--- src/core/gpm_regs.svh ---
// register offsets, field positions and codes for the pin source mux
`ifndef GPM_REGS_SVH
`define GPM_REGS_SVH
`define GPM_OFS_PIN0_SEL   8'h53
`define GPM_OFS_PIN2_SEL   8'h55
`define GPM_OFS_LEVEL      8'h56
`define GPM_OFS_DIR        8'h60
`define GPM_OFS_MUTE_SEL   8'h61
`define GPM_RST_REG        8'h00
`define GPM_SEL_MSB        4
`define GPM_LVL_PIN2       5
`define GPM_LVL_MUTE       4
`define GPM_LVL_PIN0       3
`define GPM_DIR_PIN0       0
`define GPM_DIR_PIN2       2
`define GPM_C_REGOUT       5'h02
`define GPM_C_CLKINV       5'h06
`define GPM_C_SERIAL_AUDIO_DATA_OUT        5'h07
`define GPM_C_AMUTE_L      5'h08
`define GPM_C_AMUTE_R      5'h09
`define GPM_C_PLL_LOCK     5'h0A
`define GPM_C_CP_CLK       5'h0B
`define GPM_C_UV_HI        5'h0E
`define GPM_C_UV_LO        5'h0F
`define GPM_C_PLL_DIV4     5'h10
`define GPM_C_OSC_DIV4     5'h11
`define GPM_C_IMP_L        5'h12
`define GPM_C_IMP_R        5'h13
`define GPM_C_UVP          5'h14
`define GPM_C_CAL          5'h15
`define GPM_C_CLK_ERR      5'h16
`define GPM_C_CLK_CHG      5'h17
`define GPM_C_CLK_MISS     5'h18
`define GPM_C_CLK_HALT     5'h19
`define GPM_C_BOOT         5'h1A
`define GPM_C_CP_VALID_N   5'h1B
`endif

--- src/core/gpm_pkg.sv ---
// types shared by the pin source mux
`default_nettype none
package gpm_pkg;
	// source flags arriving from the other units
	typedef struct packed {
		logic clk_err;
		logic clk_chg;
		logic clk_miss;
		logic serial_audio_data_out;
		logic amute_l_n;
		logic amute_r_n;
		logic pll_lock;
		logic cp_clk;
		logic uv_hi;
		logic uv_lo;
		logic pll_div4;
		logic osc_div4;
		logic imp_l;
		logic imp_r;
		logic undervoltage_protect_flag;
		logic cal_busy;
		logic clk_halt;
		logic boot_done;
		logic cp_valid_n;
	} gpm_src_t;
	// bus access states
	typedef enum logic [1:0] {
		GPM_IDLE = 2'b01,
		GPM_ACK  = 2'b10
	} gpm_bus_t;
endpackage
`default_nettype wire

--- src/core/gpm_mux.sv ---
// output-source multiplexer for two general pins and the mute pin
//
// The Avalon-MM interface to the registers was chosen for this implementation.
`default_nettype none
`include "gpm_regs.svh"
module gpm_mux
	import gpm_pkg::*;
(
	// clock and reset
	input  wire logic        clk,
	input  wire logic        rst_b,
	// avalon-mm slave, word addressed
	input  wire logic [7:0]  avs_address,
	input  wire logic        avs_read,
	input  wire logic        avs_write,
	input  wire logic [31:0] avs_writedata,
	output var  logic [31:0] avs_readdata,
	output var  logic        avs_waitrequest,
	// source flags from other units
	input  wire gpm_src_t    src,
	// pin drive
	output var  logic        general_pin_zero_o,
	output var  logic        general_pin_zero_oe,
	output var  logic        general_pin_two_o,
	output var  logic        general_pin_two_oe,
	output var  logic        soft_mute_pin_o
);
	// register state
	logic [7:0]  sel0_q;     // pin zero select
	logic [7:0]  sel2_q;     // pin two select
	logic [7:0]  lvl_q;      // software levels
	logic [7:0]  dir_q;      // direction bits
	logic [7:0]  selm_q;     // mute pin select
	gpm_bus_t    st_q;       // bus state
	logic [31:0] rdata_q;    // read data register
	logic        p0_q, p2_q, pm_q, oe0_q, oe2_q;

	// five-bit codes from the select registers
	wire [4:0] pin0_source_code = sel0_q[`GPM_SEL_MSB:0];
	wire [4:0] pin2_source_code = sel2_q[`GPM_SEL_MSB:0];
	wire [4:0] mute_source_code = selm_q[`GPM_SEL_MSB:0];
	wire       pin0_level_bit   = lvl_q[`GPM_LVL_PIN0];
	wire       pin2_level_bit   = lvl_q[`GPM_LVL_PIN2];
	wire       mute_level_bit   = lvl_q[`GPM_LVL_MUTE];

	// source table, shared by all three pins
	function automatic logic pick(input logic [4:0] c, input gpm_src_t s,
		input logic lv);
		case (c)
			`GPM_C_REGOUT:     pick = lv;
			`GPM_C_CLKINV:     pick = s.clk_err | s.clk_chg | s.clk_miss;
			`GPM_C_SERIAL_AUDIO_DATA_OUT:      pick = s.serial_audio_data_out;
			`GPM_C_AMUTE_L:    pick = s.amute_l_n;
			`GPM_C_AMUTE_R:    pick = s.amute_r_n;
			`GPM_C_PLL_LOCK:   pick = s.pll_lock;
			`GPM_C_CP_CLK:     pick = s.cp_clk;
			`GPM_C_UV_HI:      pick = s.uv_hi;
			`GPM_C_UV_LO:      pick = s.uv_lo;
			`GPM_C_PLL_DIV4:   pick = s.pll_div4;
			`GPM_C_OSC_DIV4:   pick = s.osc_div4;
			`GPM_C_IMP_L:      pick = s.imp_l;
			`GPM_C_IMP_R:      pick = s.imp_r;
			`GPM_C_UVP:        pick = s.undervoltage_protect_flag;
			`GPM_C_CAL:        pick = s.cal_busy;
			`GPM_C_CLK_ERR:    pick = s.clk_err;
			`GPM_C_CLK_CHG:    pick = s.clk_chg;
			`GPM_C_CLK_MISS:   pick = s.clk_miss;
			`GPM_C_CLK_HALT:   pick = s.clk_halt;
			`GPM_C_BOOT:       pick = s.boot_done;
			`GPM_C_CP_VALID_N: pick = s.cp_valid_n;
			default:           pick = 1'b0;
		endcase
	endfunction

	// selected levels, before registering
	wire nxt0 = pick(pin0_source_code, src, pin0_level_bit);
	wire nxt2 = pick(pin2_source_code, src, pin2_level_bit);
	wire nxtm = pick(mute_source_code, src, mute_level_bit);

	// bus decode
	wire       is_idle  = (st_q == GPM_IDLE);
	// writes land at the acknowledge edge, while the master still holds
	wire       wr_go    = (st_q == GPM_ACK) & avs_write;
	wire       rd_go    = is_idle & avs_read;
	wire [7:0] wb       = avs_writedata[7:0];
	wire       hit_s0   = (avs_address == `GPM_OFS_PIN0_SEL);
	wire       hit_s2   = (avs_address == `GPM_OFS_PIN2_SEL);
	wire       hit_lv   = (avs_address == `GPM_OFS_LEVEL);
	wire       hit_dir  = (avs_address == `GPM_OFS_DIR);
	wire       hit_sm   = (avs_address == `GPM_OFS_MUTE_SEL);
	// unmapped addresses read zero, writes dropped
	wire [7:0] rd_byte  = hit_s0 ? sel0_q : hit_s2 ? sel2_q :
		hit_lv ? lvl_q : hit_dir ? dir_q : hit_sm ? selm_q : 8'h00;

	// one wait cycle then acknowledge; the request is taken in idle
	always_ff @(posedge clk or negedge rst_b) begin
		if (!rst_b) begin
			st_q <= GPM_IDLE;
		end else begin
			case (st_q)
				GPM_IDLE: st_q <= (avs_read | avs_write) ? GPM_ACK : GPM_IDLE;
				GPM_ACK:  st_q <= GPM_IDLE;
				default:  st_q <= GPM_IDLE;
			endcase
		end
	end

	// waitrequest low only in the acknowledge cycle
	always_ff @(posedge clk or negedge rst_b) begin
		if (!rst_b) begin
			avs_waitrequest <= 1'b1;
		end else begin
			avs_waitrequest <= ~(is_idle & (avs_read | avs_write));
		end
	end

	// read data captured one cycle ahead of the acknowledge
	always_ff @(posedge clk or negedge rst_b) begin
		if (!rst_b) begin
			rdata_q <= 32'h0000_0000;
		end else if (rd_go) begin
			rdata_q <= {24'h00_0000, rd_byte};
		end
	end
	assign avs_readdata = rdata_q;

	// select and level registers, all eight bits kept
	always_ff @(posedge clk or negedge rst_b) begin
		if (!rst_b) begin
			sel0_q <= `GPM_RST_REG;
			sel2_q <= `GPM_RST_REG;
			lvl_q  <= `GPM_RST_REG;
			dir_q  <= `GPM_RST_REG;
			selm_q <= `GPM_RST_REG;
		end else if (wr_go) begin
			if (hit_s0)
				sel0_q <= wb;
			if (hit_s2)
				sel2_q <= wb;
			if (hit_lv)
				lvl_q <= wb;
			if (hit_dir)
				dir_q <= wb;
			if (hit_sm)
				selm_q <= wb;
		end
	end

	// registered pin levels avoid mux glitches on reselect
	always_ff @(posedge clk or negedge rst_b) begin
		if (!rst_b) begin
			p0_q  <= 1'b0;
			p2_q  <= 1'b0;
			pm_q  <= 1'b0;
			oe0_q <= 1'b0;
			oe2_q <= 1'b0;
		end else begin
			p0_q  <= nxt0 & dir_q[`GPM_DIR_PIN0];
			p2_q  <= nxt2 & dir_q[`GPM_DIR_PIN2];
			pm_q  <= nxtm;
			oe0_q <= dir_q[`GPM_DIR_PIN0];
			oe2_q <= dir_q[`GPM_DIR_PIN2];
		end
	end
	// value low while not driven, gated before the flop
	assign general_pin_zero_o  = p0_q;
	assign general_pin_zero_oe = oe0_q;
	assign general_pin_two_o   = p2_q;
	assign general_pin_two_oe  = oe2_q;
	assign soft_mute_pin_o     = pm_q;

	// checks
	property p_sel0_ret;
		@(posedge clk) disable iff (!rst_b)
		(wr_go && hit_s0) |=> (sel0_q == $past(wb));
	endproperty
	a_sel0_ret: assert property (p_sel0_ret) else $error("sel0 lost");
	property p_oe0;
		@(posedge clk) disable iff (!rst_b)
		!dir_q[`GPM_DIR_PIN0] |=> !general_pin_zero_oe;
	endproperty
	a_oe0: assert property (p_oe0) else $error("pin0 driven");
	property p_oe2;
		@(posedge clk) disable iff (!rst_b)
		dir_q[`GPM_DIR_PIN2] |=> general_pin_two_oe;
	endproperty
	a_oe2: assert property (p_oe2) else $error("pin2 not driven");
	property p_clkinv;
		@(posedge clk) disable iff (!rst_b)
		(pin0_source_code == `GPM_C_CLKINV) && dir_q[`GPM_DIR_PIN0]
		|=> general_pin_zero_o ==
		($past(src.clk_err) | $past(src.clk_chg) | $past(src.clk_miss));
	endproperty
	a_clkinv: assert property (p_clkinv) else $error("clkinv");
	property p_serial_audio_data_out;
		@(posedge clk) disable iff (!rst_b)
		(pin2_source_code == `GPM_C_SERIAL_AUDIO_DATA_OUT) && dir_q[`GPM_DIR_PIN2]
		|=> general_pin_two_o == $past(src.serial_audio_data_out);
	endproperty
	a_serial_audio_data_out: assert property (p_serial_audio_data_out) else $error("serial_audio_data_out");
	property p_res;
		@(posedge clk) disable iff (!rst_b)
		(pin0_source_code inside {5'h0C, 5'h0D, 5'h1C, 5'h00})
		|=> !general_pin_zero_o;
	endproperty
	a_res: assert property (p_res) else $error("reserved not zero");
	property p_lvl2;
		@(posedge clk) disable iff (!rst_b)
		(pin2_source_code == `GPM_C_REGOUT) && dir_q[`GPM_DIR_PIN2]
		|=> general_pin_two_o == $past(pin2_level_bit);
	endproperty
	a_lvl2: assert property (p_lvl2) else $error("pin2 level");
	property p_lvlm;
		@(posedge clk) disable iff (!rst_b)
		(mute_source_code == `GPM_C_REGOUT)
		|=> soft_mute_pin_o == $past(mute_level_bit);
	endproperty
	a_lvlm: assert property (p_lvlm) else $error("mute level");
	property p_ack;
		@(posedge clk) disable iff (!rst_b)
		(is_idle && avs_read) |=> !avs_waitrequest ##1 avs_waitrequest;
	endproperty
	a_ack: assert property (p_ack) else $error("bus timing");
	property p_amute_l;
		@(posedge clk) disable iff (!rst_b)
		(pin0_source_code == `GPM_C_AMUTE_L) && dir_q[`GPM_DIR_PIN0]
		|=> general_pin_zero_o == $past(src.amute_l_n);
	endproperty
	a_amute_l: assert property (p_amute_l) else $error("left mute");
	property p_amute_r;
		@(posedge clk) disable iff (!rst_b)
		(pin2_source_code == `GPM_C_AMUTE_R) && dir_q[`GPM_DIR_PIN2]
		|=> general_pin_two_o == $past(src.amute_r_n);
	endproperty
	a_amute_r: assert property (p_amute_r) else $error("right mute");
	property p_lock;
		@(posedge clk) disable iff (!rst_b)
		(pin0_source_code == `GPM_C_PLL_LOCK) && dir_q[`GPM_DIR_PIN0]
		|=> general_pin_zero_o == $past(src.pll_lock);
	endproperty
	a_lock: assert property (p_lock) else $error("lock flag");
	property p_cpclk;
		@(posedge clk) disable iff (!rst_b)
		(pin2_source_code == `GPM_C_CP_CLK) && dir_q[`GPM_DIR_PIN2]
		|=> general_pin_two_o == $past(src.cp_clk);
	endproperty
	a_cpclk: assert property (p_cpclk) else $error("pump clock");
	property p_uvhi;
		@(posedge clk) disable iff (!rst_b)
		(pin0_source_code == `GPM_C_UV_HI) && dir_q[`GPM_DIR_PIN0]
		|=> general_pin_zero_o == $past(src.uv_hi);
	endproperty
	a_uvhi: assert property (p_uvhi) else $error("uv high");
	property p_uvlo;
		@(posedge clk) disable iff (!rst_b)
		(pin2_source_code == `GPM_C_UV_LO) && dir_q[`GPM_DIR_PIN2]
		|=> general_pin_two_o == $past(src.uv_lo);
	endproperty
	a_uvlo: assert property (p_uvlo) else $error("uv low");
	// divided pll clock on pin zero
	property p_plldiv;
		@(posedge clk) disable iff (!rst_b)
		(pin0_source_code == `GPM_C_PLL_DIV4) && dir_q[`GPM_DIR_PIN0]
		|=> general_pin_zero_o == $past(src.pll_div4);
	endproperty
	a_plldiv: assert property (p_plldiv) else $error("pll div");
	property p_oscdiv;
		@(posedge clk) disable iff (!rst_b)
		(pin2_source_code == `GPM_C_OSC_DIV4) && dir_q[`GPM_DIR_PIN2]
		|=> general_pin_two_o == $past(src.osc_div4);
	endproperty
	a_oscdiv: assert property (p_oscdiv) else $error("osc div");
	property p_imp_l;
		@(posedge clk) disable iff (!rst_b)
		(pin0_source_code == `GPM_C_IMP_L) && dir_q[`GPM_DIR_PIN0]
		|=> general_pin_zero_o == $past(src.imp_l);
	endproperty
	a_imp_l: assert property (p_imp_l) else $error("imp left");
	property p_imp_r;
		@(posedge clk) disable iff (!rst_b)
		(pin2_source_code == `GPM_C_IMP_R) && dir_q[`GPM_DIR_PIN2]
		|=> general_pin_two_o == $past(src.imp_r);
	endproperty
	a_imp_r: assert property (p_imp_r) else $error("imp right");
	property p_uvp;
		@(posedge clk) disable iff (!rst_b)
		(pin0_source_code == `GPM_C_UVP) && dir_q[`GPM_DIR_PIN0]
		|=> general_pin_zero_o == $past(src.undervoltage_protect_flag);
	endproperty
	a_uvp: assert property (p_uvp) else $error("protect flag");
	property p_cal;
		@(posedge clk) disable iff (!rst_b)
		(pin2_source_code == `GPM_C_CAL) && dir_q[`GPM_DIR_PIN2]
		|=> general_pin_two_o == $past(src.cal_busy);
	endproperty
	a_cal: assert property (p_cal) else $error("cal flag");
	property p_clkerr;
		@(posedge clk) disable iff (!rst_b)
		(pin0_source_code == `GPM_C_CLK_ERR) && dir_q[`GPM_DIR_PIN0]
		|=> general_pin_zero_o == $past(src.clk_err);
	endproperty
	a_clkerr: assert property (p_clkerr) else $error("clock error");
	property p_halt;
		@(posedge clk) disable iff (!rst_b)
		(pin2_source_code == `GPM_C_CLK_HALT) && dir_q[`GPM_DIR_PIN2]
		|=> general_pin_two_o == $past(src.clk_halt);
	endproperty
	a_halt: assert property (p_halt) else $error("halt flag");
	property p_boot;
		@(posedge clk) disable iff (!rst_b)
		(pin0_source_code == `GPM_C_BOOT) && dir_q[`GPM_DIR_PIN0]
		|=> general_pin_zero_o == $past(src.boot_done);
	endproperty
	a_boot: assert property (p_boot) else $error("boot flag");
	property p_cpv;
		@(posedge clk) disable iff (!rst_b)
		(pin2_source_code == `GPM_C_CP_VALID_N) && dir_q[`GPM_DIR_PIN2]
		|=> general_pin_two_o == $past(src.cp_valid_n);
	endproperty
	a_cpv: assert property (p_cpv) else $error("pump valid");
	property p_lvl0;
		@(posedge clk) disable iff (!rst_b)
		(pin0_source_code == `GPM_C_REGOUT) && dir_q[`GPM_DIR_PIN0]
		|=> general_pin_zero_o == $past(pin0_level_bit);
	endproperty
	a_lvl0: assert property (p_lvl0) else $error("pin0 level");
	c_wr: cover property (@(posedge clk) wr_go && hit_lv);
	c_rd: cover property (@(posedge clk) rd_go && hit_s2);
	c_p0: cover property (@(posedge clk) general_pin_zero_o);
	c_p2: cover property (@(posedge clk) general_pin_two_o);
endmodule
`default_nettype wire

--- config.mk ---
export PLATFORM = sky130hd
export DESIGN_NAME = gpm_mux
export DESIGN_NICKNAME = d
export VERILOG_FILES = /design/src/core/gpm_pkg.sv /design/src/core/gpm_mux.sv
export VERILOG_INCLUDE_DIRS = /design/src /design/src/core
export SDC_FILE = /design/constraint.sdc
export NUM_CORES = 1
export LEC_CHECK = 0
export BUFFER_PORTS_ARGS = -buffer_cell sky130_fd_sc_hd__buf_4
export CAP_MARGIN = 25
export CELL_PAD_IN_SITES_DETAIL_PLACEMENT = 1
export CELL_PAD_IN_SITES_GLOBAL_PLACEMENT = 1
export CORE_MARGIN = 2
export CORE_UTILIZATION = 40
export DETAILED_ROUTE_END_ITERATION = 10
export GPL_TIMING_DRIVEN = 0
export PLACE_DENSITY = 0.77
export SLEW_MARGIN = 20
export SYNTH_ARGS = -nofsm -noshare
export SYNTH_HDL_FRONTEND = slang
export SYNTH_SLANG_ARGS = --single-unit
--- constraint.sdc ---
create_clock -name clk -period 1.9 [get_ports clk]
set_input_delay 0.19 -clock clk [delete_from_list [all_inputs] [get_ports clk]]
set_output_delay 0.19 -clock clk [all_outputs]
set_load 0.005 [all_outputs]
# Yosys cells after proc, flatten, opt, wreduce, memory -nomap -nowiden

Cells that the tools add are included.
W data, S select, Z words.

Register bits after elaboration: 56
Bits of input ports: 63
Output and inout bits: 38
Memories: 0
Bits in writable memories: 0
Logic and storage cells: 107
Memory bits (read-only): 0
Bits in latches: 0

Multipliers: 0
Shift-type cells: 0
Add/sub/neg operators: 0
Mux-type cells: 10
Divide/modulo/power cells: 0
Reductions and logical operators: 5
Bitwise logic cells: 9
Equal/unequal tests: 70
Order comparisons: 0

Operators with widths:

| kind                 | number |
|---|---|
| $eq A5 B5 Y1 const B | 36 |
| $eq A5 B4 Y1 const B | 18 |
| $pmux W1 S21         | 3 |
| $eq A8 B7 Y1 const B | 5 |
| $mux W8              | 5 |
| $eq A5 B3 Y1 const B | 6 |
| $eq A5 B2 Y1 const B | 3 |
| $reduce_and A2 Y1    | 5 |
| $and A1 B1 Y1        | 5 |
| $mux W2              | 2 |
| $or A1 B1 Y1         | 3 |
| $eq A2 B1 Y1 const B | 1 |
| $eq A2 B2 Y1 const B | 1 |
| $not A1 Y1           | 1 |

# Depth between registers and ports, before layout

Gate-level depths: netlist (run 1).

Depth after elaboration: 6
Gate-level depth with buffers: 6
Mapped depth without buffers: 4

# Worst setup path before layout (run 1)

OpenSTA, ideal clock, no wires.

Path kind: in2reg
From: input port avs_address[3]
To: register dir_q[0]
Path slack: 0.288 ns
Arrival: 1.487 ns
Buffers on the path: 1
Library setup time: 0.125 ns
Data required time: 1.775 ns
Stages on the path: 4
Path through: or3_1 -> buf_6 -> nor4_4 -> mux2_2

Cells in the longest elaborated chain, start to end: 2

RTL lines:

| what                               | line           | source |
|---|---|---|
| start, declared                    | gpm_mux.sv:13  | `input wire logic [7:0] avs_address,` |
| $eq A8 B7 Y1 (no source line)      | n/a            |  |
| $reduce_and A2 Y1 (no source line) | n/a            |  |
| end signal, assigned               | gpm_mux.sv:133 | `` dir_q <= `GPM_RST_REG; `` |
| end signal, assigned               | gpm_mux.sv:143 | `dir_q <= wb;` |
| end, declared                      | gpm_mux.sv:32  | `logic [7:0] dir_q;` |

No other way between the ends.
A chain may end at the register's enable or synchronous reset.

# Final worst setup path (run 1)

From: register st_q[0]
To: register dir_q[0]

Cells in the longest elaborated chain, start to end: 3

RTL lines:

| what                               | line           | source |
|---|---|---|
| start, declared                    | gpm_mux.sv:34  | `gpm_bus_t st_q;` |
| start signal, assigned             | gpm_mux.sv:101 | `GPM_IDLE: st_q <= (avs_read \| avs_write) ? GPM_ACK : GPM_IDLE;` |
| $eq A2 B2 Y1                       | gpm_mux.sv:83  | `wire wr_go = (st_q == GPM_ACK) & avs_write;` |
| $and A1 B1 Y1                      | gpm_mux.sv:83  |  |
| $reduce_and A2 Y1 (no source line) | n/a            |  |

No other way between the ends.

==> results_dict.tcl, run 1 <==
set metrics [dict create \
    rows 34 \
    maxSlewViolCount 0 \
    synth_top_area_share_pct 37.62 \
    coreArea_sq_um 8721 \
    finalClockSkew_ns 0.01976 \
    pre_cts_ws_ns -0.06391 \
    cp.depth 3 \
    drt_first_pass_iters 6 \
    critPathKind "reg -> reg" \
    cts_tree "done" \
    synth.largest_area_cell "dfrtp_1" \
    grt_max_degree 57 \
    setup_violations 0 \
    setup_ws_ns 0.09148 \
    startpoint_type "flip-flop" \
    synth.most_common_cell "dfrtp_1" \
    syn_area_sq_um 3592 \
    final_nets 488 \
    critical_path_buf_inv_count 0 \
    clockBufferDepth 2 \
    synthArstFlopShare_pct 100.0 \
    finalCritPeriodShare_pct 95.19 \
    fin_total_pwr_w 0.002903 \
    antenna_found_initial 0 \
    antenna_left 0 \
    critical_path.top_delay_family "simple AND/OR/NAND/NOR gates" \
    cts_max_level 2 \
    synthTopCellsByCount "dfrtp_1 (54), mux2_2 (41), mux2i_1 (25)" \
    r2r_slack_ns 0.09 \
    status "finished, final reports clean" \
    initial_utilization_pct 41.19 \
    crit_path_end "dir_q[0]" \
    cts_root_buf "clkbuf_8" \
    io_buffers 52 \
    reg2reg_depth 3 \
    path_clk_slew_ns 0.12 \
    place_congestion 0.9074 \
    die_x_um 98.77 \
    yosysWarnings 0 \
    synth_edf_count 0 \
    area_growth_pct 20.52 \
    fin_area_sq_um 4329 \
    dieArea_sq_um 9755 \
    worstPathMaxFanout 8 \
    clock_latency_ns 0.32 \
    r2r-start "st_q[0]" \
    end_kind "flip-flop" \
    grt_usage_pct 21.78 \
    clock-sinks 56 \
    synth_cell_type_count 54 \
    hp-class "in -> reg" \
    drt_iter0_drc 155 \
    worstMarginPinSlew_ns 0.7255 \
    crit_required_ns 2.10 \
    routed_wl_um 10350 \
    synth.area.top_cells "dfrtp_1 (38%), mux2_2 (13%), mux2i_1 (7.0%)" \
    powerDensity_nw_per_um2 670.5 \
    syn-instance-count 342 \
    cts_setup_buffers 0 \
    diodes 0 \
    yosysSeqAreaShare_pct 39.08 \
    fillerInstances 1006 \
    ir_worst_vdd_uv 307.1 \
    num_vias 2966 \
    grt_overflow 0 \
    wl_per_cell_um 19.38 \
    whs_path_depth 2 \
    synth-main-ff-cell "dfrtp_1" \
    dpl_cell_area_sq_um 4204 \
    worst_path_largest_cell_delay_ns 0.55 \
    slowest_stage "nor4_4" \
    ios 101 \
    die_y_um 98.77 \
    drc 0 \
    hpwl_um 7777 \
    routed_via_density 5.554 \
    maxCapViolations 0 \
    syn_area_per_cell_sq_um 10.50 \
    hold_violations 0 \
    setup.worst_path.start "st_q[0]" \
    relSlewSlack_pct 51.63 \
    grt_first_pass_wirelength_um 16940 \
    arrival_ns 2.01 \
    grt_pass1_vias 3163 \
    drive_gt1_share_pct 36.62 \
    r2r-end "dir_q[0]" \
    crit_chain "nand3b_1 > nor4_4 > mux2_2" \
    synth-seq-cells 56 \
    fmax_mhz 552.9 \
    fin_crit_ns 1.809 \
    cts_buffers 5 \
    p_leak_nw 2.053 \
]
-- layer usage --
| layer | vias to the layer above | global-route usage, % | routed length (um) |
|---|---|---|---|
| met5 | - | 0 | 0 |
| met4 | 0 | 4.742 | 110 |
| met3 | 11 | 1.915 | 453 |
| met2 | 81 | 37.16 | 5187 |
| met1 | 1486 | 30.35 | 4596 |
| li1 | 1388 | - | - |
-- logic make-up (layout without fill, tap and decap cells) --
group           count (synthesis)  in the layout  synth area share (%)
other cells                     1             24                0.1044
simple gates                   91             91                 16.65
compound gates                 72             72                 13.41
mux                            69             69                 21.70
buf+inv                        53            114                 9.056
flops                          56             56                 39.08
-- cell type report --
class / instances / area [sq um] / area share (%)
inverter: 7 / 26.28 / 0.6069
timing repair buffer: 53 / 400.4 / 9.249
sequential: 56 / 1404 / 32.43
clock inverter: 3 / 27.53 / 0.6358
tap: 108 / 135.1 / 3.121
clock buffer: 5 / 68.82 / 1.590
multi-input combinational: 256 / 1963 / 45.35
buffer: 46 / 304.0 / 7.023
-- placed cells by master, fill, tap and decap left out, drive strengths merged, types with 3 or more instances in the layout --
cell type / Yosys / routed
a211oi: 5 / 5
a21o: 8 / 8
a21oi: 13 / 13
a22oi: 3 / 3
and4bb: 3 / 3
buf: 33 / 85
clkbuf: 13 / 18
conb: 1 / 24
dfrtp: 54 / 54
inv: 7 / 8
mux2: 41 / 41
mux2i: 25 / 25
mux4: 3 / 3
nand2: 10 / 10
nand2b: 10 / 10
nand3: 7 / 7
nand3b: 7 / 7
nand4b: 6 / 6
nor2: 9 / 9
nor2b: 4 / 4
nor3: 17 / 17
o21a: 9 / 9
o21ai: 10 / 10
o221ai: 3 / 3
o22ai: 10 / 10
or3: 3 / 3
or3b: 3 / 3
-- flip-flops by register name, summed over array words and instances (netlist names), 2 cells and up --
name,count
sel0_q,8
st_q,2
sel2_q,8
avs_readdata,8
lvl_q,8
selm_q,8
dir_q,8
-- worst min-delay path by stage --
stage	startpoint	end	slack [ns]
floorplan	rst_b	avs_readdata[0]	-0.11
global placement	rst_b	general_pin_two_o	0.28
detailed placement	rst_b	selm_q[3]	0.29
CTS	avs_write	avs_waitrequest	0.03
global route	avs_write	avs_waitrequest	0.05
finish	avs_write	avs_waitrequest	0.02
-- where the power goes --
group / leakage [nW] / total [W] / internal, W / switching (W)
Sequential: 0.759 / 0.00143 / 0.00134 / 0.0000970
Clock: 0.0463 / 0.000712 / 0.000272 / 0.000439
Combinational: 1.25 / 0.000756 / 0.000381 / 0.000375
-- repair_timing --
item,CTS,global route
resized for setup,0,11
hold buffers,1,0
endpoints found under the setup margin,0,1
hold endpoints to repair,54,0
-- worst reg2reg max path, delay by kind of cell, from the launching register on --
kind	cells	cell delay [ns]
flops	1	0.40
mux	1	0.41
simple gates	2	0.87
-- through the flow --
stage	cells	utilization, %	TNS (ns)	hold slack [ns]
6_report	534	49.64	0	0.01824
5_1_grt	534	49.64	-0.004370	0.04837
4_1_cts	534	49.43	0	0.02761
3_5_place_dp	525	48.21	-0.4152	0.2914
3_3_place_gp	525	48.21	-0.04238	0.2824
2_1_floorplan	365	-	0	-0.1056
Note: power is estimated with default switching activity, not from simulation.
==> run 2: changes to the inputs <==
BUFFER_PORTS_ARGS = -buffer_cell sky130_fd_sc_hd__buf_2   (was -buffer_cell sky130_fd_sc_hd__buf_4)
==> results_dict.tcl, run 2 (synthesized netlist as in run 1, its figures left out) <==
set metrics [dict create \
    worstMarginPinSlew_ns 0.7273 \
    relSlewSlack_pct 51.51 \
    ir_worst_vdd_uv 262.7 \
    clockBufferDepth 2 \
    critPathKind "reg -> reg" \
    power_frac_comb_pct 24.0 \
    grt_pass1_vias 3136 \
    cts_buffers 5 \
    drive_gt1_share_pct 35.83 \
    maxSlewViolCount 0 \
    grt_setup_unrepaired "false" \
    crit_required_ns 2.12 \
    cts_max_level 2 \
    grt_usage_pct 21.70 \
    ios 101 \
    fin_area_sq_um 4193 \
    status "finished, final reports clean" \
    area_growth_pct 16.72 \
    internal_power_w 0.001921 \
    num_vias 2981 \
    startpoint_type "flip-flop" \
    p_leak_nw 2.009 \
    drt_first_pass_iters 4 \
    grt_max_degree 57 \
    grt_overflow 0 \
    path_clk_slew_ns 0.11 \
    layout_common_cells "buf_2 (57), dfrtp_1 (54), mux2_2 (41)" \
    routed_via_density 5.572 \
    ff_latch_area_sq_um 1404 \
    drc 0 \
    fillerInstances 1023 \
    multi_input_area_sq_um 1949 \
    cts_tree "done" \
    fin_tns_setup_ns 0 \
    hpwl_um 7773 \
    die_y_um 98.77 \
    hp-class "in -> reg" \
    rows 34 \
    io_buffers 52 \
    dieArea_sq_um 9755 \
    diodes 0 \
    switchingPower_w 0.0009159 \
    routed_wl_um 10300 \
    slowest_stage "dfstp_2" \
    clock_latency_ns 0.33 \
    end_kind "flip-flop" \
    fin_crit_ns 1.785 \
    dpl_cell_area_sq_um 4076 \
    setup_violations 0 \
    grt_first_pass_wirelength_um 16690 \
    finalCritPeriodShare_pct 93.93 \
    wl_per_cell_um 19.25 \
    place_congestion 0.8273 \
    final_nets 489 \
    worst_path_largest_cell_delay_ns 0.56 \
    coreArea_sq_um 8721 \
    crit_chain "nand3b_1 > nor3_1 > nand2_1 > mux2_2" \
    maxCapViolations 0 \
    arrival_ns 2.00 \
    final_common_cell "buf_2" \
    finalClockSkew_ns 0.009511 \
    worstPathMaxFanout 8 \
    antenna_left 0 \
    swShare_pct 32.29 \
    drt_iter0_drc 154 \
    seq_power_share_pct 50.5 \
    powerDensity_nw_per_um2 676.5 \
    hold_violations 0 \
    p_clk_share_pct 25.5 \
    initial_utilization_pct 41.19 \
    cts_root_buf "clkbuf_8" \
    antenna_found_initial 0 \
    fmax_mhz 560.3 \
    die_x_um 98.77 \
    clock-sinks 56 \
]
-- run 2: cell count changes in the layout (fill, tap and decap cells not counted), sizes merged --
cell,change
buf,+1
-- run 2: stage by stage --
step	hold slack, ns	worst slack, ns	util, %	std cells	power [W]
floorplan	-0.1056	0.2881	-	365	0.001816
CTS	0.02430	0.05711	47.96	534	0.002864
global placement	0.3797	0.0004341	46.71	525	0.002101
finish	0.03571	0.1154	48.08	535	0.002837
detailed placement	0.2982	-0.08696	46.74	525	0.002122
global route	0.07618	0.004516	48.08	535	0.002994
-- run 2: repair_timing --
| action | CTS | global route |
|---|---|---|
| hold endpoints to repair | 54 | 0 |
| setup endpoints to repair | 0 | 4 |
| buffers inserted | 0 | 1 |
| resized for setup | 0 | 4 |
| hold buffers | 1 | 0 |
-- run 2: worst max-delay path, delay by kind of cell, from the launching register on --
family	cells	cell delay (ns)
AND/OR/NAND/NOR	3	0.71
flip-flops	1	0.56
multiplexers	1	0.39
-- run 2: power by group through the flow --
| stage | registers, W | clock network (W) | logic (W) |
|---|---|---|---|
| after floorplan | 0.00143 | 0 | 0.000383 |
| after global placement | 0.00145 | 0 | 0.000654 |
| after detailed placement | 0.00145 | 0 | 0.000668 |
| after CTS | 0.00143 | 0.000743 | 0.000688 |
| after global routing | 0.00145 | 0.000784 | 0.000762 |
| final | 0.00143 | 0.000724 | 0.000681 |
-- run 2: area by class of cell --
type,count,area share (%)
multi-input cells,256,46.49
flip-flops and latches,56,33.48
clock inverters,3,0.6565
inverters,7,0.6267
clock buffers,5,1.641
well taps,108,3.223
plain buffers,46,7.192
repair buffers,54,6.685
-- run 2: worst paths after layout --
path                       slack (ns)  depth (start not counted)      start                   to
min                              0.04                          2  avs_write      avs_waitrequest
max                              0.12                          4    st_q[0]            selm_q[1]
max reg2reg                      0.12                          4    st_q[0]            selm_q[1]
min in group asynchronous        0.44                          2      rst_b            sel2_q[3]
min reg2reg                      0.52                          0   dir_q[0]  general_pin_zero_oe
max in group asynchronous        0.96                          2      rst_b      avs_readdata[4]
-- run 2: layer usage --
metal  routed length, um  up-vias  track usage (%)
li1                    -     1390                -
met1                4418     1501            27.89
met2                5280       78            38.98
met3                 448       12            1.915
met4                 150        0            6.112
met5                   0        -                0
==> run 3: changes to the inputs <==
CORE_ASPECT_RATIO = 1.4   (was default)
==> results_dict.tcl, run 3 (synthesized netlist as in run 1, its figures left out) <==
set metrics [dict create \
    clockBufferDepth 2 \
    hold_violations 0 \
    diodes 0 \
    maxCapViolations 0 \
    final_nets 488 \
    holdPathEnd "avs_waitrequest" \
    setup_violations 0 \
    worst_path_largest_cell_delay_ns 0.42 \
    ios 101 \
    hp-class "in -> reg" \
    powerDensity_nw_per_um2 712.8 \
    pre_cts_ws_ns -0.03109 \
    grt_max_degree 57 \
    grt_setup_unrepaired "false" \
    final_cells 531 \
    cts_root_buf "clkbuf_16" \
    layout_common_cells "buf_2 (57), dfrtp_1 (54), mux2_2 (41)" \
    worstMarginPinSlew_ns 0.7196 \
    grt_first_pass_wirelength_um 16060 \
    r2r-start "sel0_q[3]" \
    fin_crit_ns 1.828 \
    multi_input_area_sq_um 1949 \
    clock-sinks 56 \
    initial_utilization_pct 41.49 \
    num_vias 2958 \
    finalClockSkew_ns 0.005572 \
    grt_usage_pct 20.88 \
    drt_iter0_drc 103 \
    io_buffers 52 \
    placed_cells 522 \
    setup_ws_ns 0.07240 \
    hpwl_um 7526 \
    whs_path_depth 2 \
    cts_buffers 5 \
    worstPathMaxFanout 10 \
    cts_max_level 2 \
    ir_worst_vdd_uv 405.6 \
    slowest_stage "dfrtp_1" \
    crit_required_ns 2.11 \
    final_common_cell "buf_2" \
    status "finished, final reports clean" \
    dieArea_sq_um 9765 \
    finalCritPeriodShare_pct 96.19 \
    fillerInstances 987 \
    coreArea_sq_um 8658 \
    cts_setup_buffers 0 \
    startpoint_type "flip-flop" \
    antenna_found_initial 0 \
    rows 40 \
    relSlewSlack_pct 52.03 \
    p_leak_nw 2.034 \
    drive_gt1_share_pct 35.92 \
    path_clk_slew_ns 0.07 \
    crit_chain "clkbuf_1 > or2_2 > a2111oi_0 > nor3_1 > a31oi_1" \
    cts_tree "done" \
    place_congestion 0.8108 \
    r2r_slack_ns 0.07 \
    holdWs_ns 0.09041 \
    grt_pass1_vias 3119 \
    grt_overflow 0 \
    clock_latency_ns 0.30 \
    wl_per_cell_um 18.61 \
    area_growth_pct 17.76 \
    r2r-end "general_pin_zero_o" \
    hp-start "avs_write" \
    routed_via_density 5.571 \
    reg2reg_depth 5 \
    die_y_um 116.1 \
    drt_first_pass_iters 4 \
    drc 0 \
    critPathKind "reg -> reg" \
    routed_wl_um 9881 \
    ff_latch_area_sq_um 1404 \
    arrival_ns 2.04 \
    fmax_mhz 547.2 \
    die_x_um 84.09 \
    end_kind "flip-flop" \
    maxSlewViolCount 0 \
    antenna_left 0 \
]
==> run 3: changes by cell type in the layout (fill, tap and decap cells not counted), sizes merged <==
| cell | delta |
|---|---|
| clkinv | +2 |
| clkinvlp | -1 |
| buf | -1 |
| inv | -1 |
==> run 3: worst max path at each step <==
stage | end | start | cells after the start
5_1_grt | general_pin_zero_o | sel0_q[3] | 5
3_5_place_dp | dir_q[1] | avs_address[3] | 5
3_3_place_gp | dir_q[3] | avs_address[3] | 5
2_1_floorplan | dir_q[0] | avs_address[3] | 4
6_report | general_pin_zero_o | sel0_q[3] | 5
4_1_cts | general_pin_zero_o | sel0_q[0] | 6
==> run 3: where the power goes <==
part | leakage, nW | internal, W | switching (W)
Combinational | 1.20 | 0.000311 | 0.000367
Clock | 0.0736 | 0.000487 | 0.000424
Sequential | 0.759 | 0.00134 | 0.0000875
==> run 3: routing by layer <==
layer	global-route usage [%]	part of all wire, %	vias to the layer above
met5	0	0	-
met4	6.452	2.0	0
met3	2.827	3.2	13
met2	39.89	56	80
met1	24.10	39	1474
li1	-	-	1391
==> run 3: metrics by stage <==
stage               cell area [sq um]  setup TNS [ns]  power [W]  util (%)
floorplan                        3679               0   0.001816         -
finish                           4230               0   0.003016     48.86
global placement                 4070        -0.08926   0.002100     47.01
global route                     4230               0   0.003208     48.86
detailed placement               4073         -0.1665   0.002124     47.04
CTS                              4227               0   0.003050     48.82
==> run 3: critical path: cells and delay by family, from the launching register on <==
family                 cells  cell delay, ns
and+or+nand+nor            2            0.48
AOI/OAI and AO/OA          2            0.59
buffers and inverters      1            0.24
DFF                        1            0.42
==> run 3: final cells by class <==
cell class | count | share of cell area (%)
clock buffer | 5 | 2.958
timing repair buffer | 53 | 6.448
inverter | 7 | 0.6211
sequential | 56 | 33.19
buffer | 46 | 7.158
tap | 105 | 3.106
multi-input combinational | 256 | 46.08
clock inverter | 3 | 0.4437
==> run 3: repair_timing <==
action | 4_1_cts | 5_1_grt
hold endpoints to repair | 54 | 0
setup endpoints to repair | 0 | 1
hold buffers | 1 | 0
gates resized for setup | 0 | 6
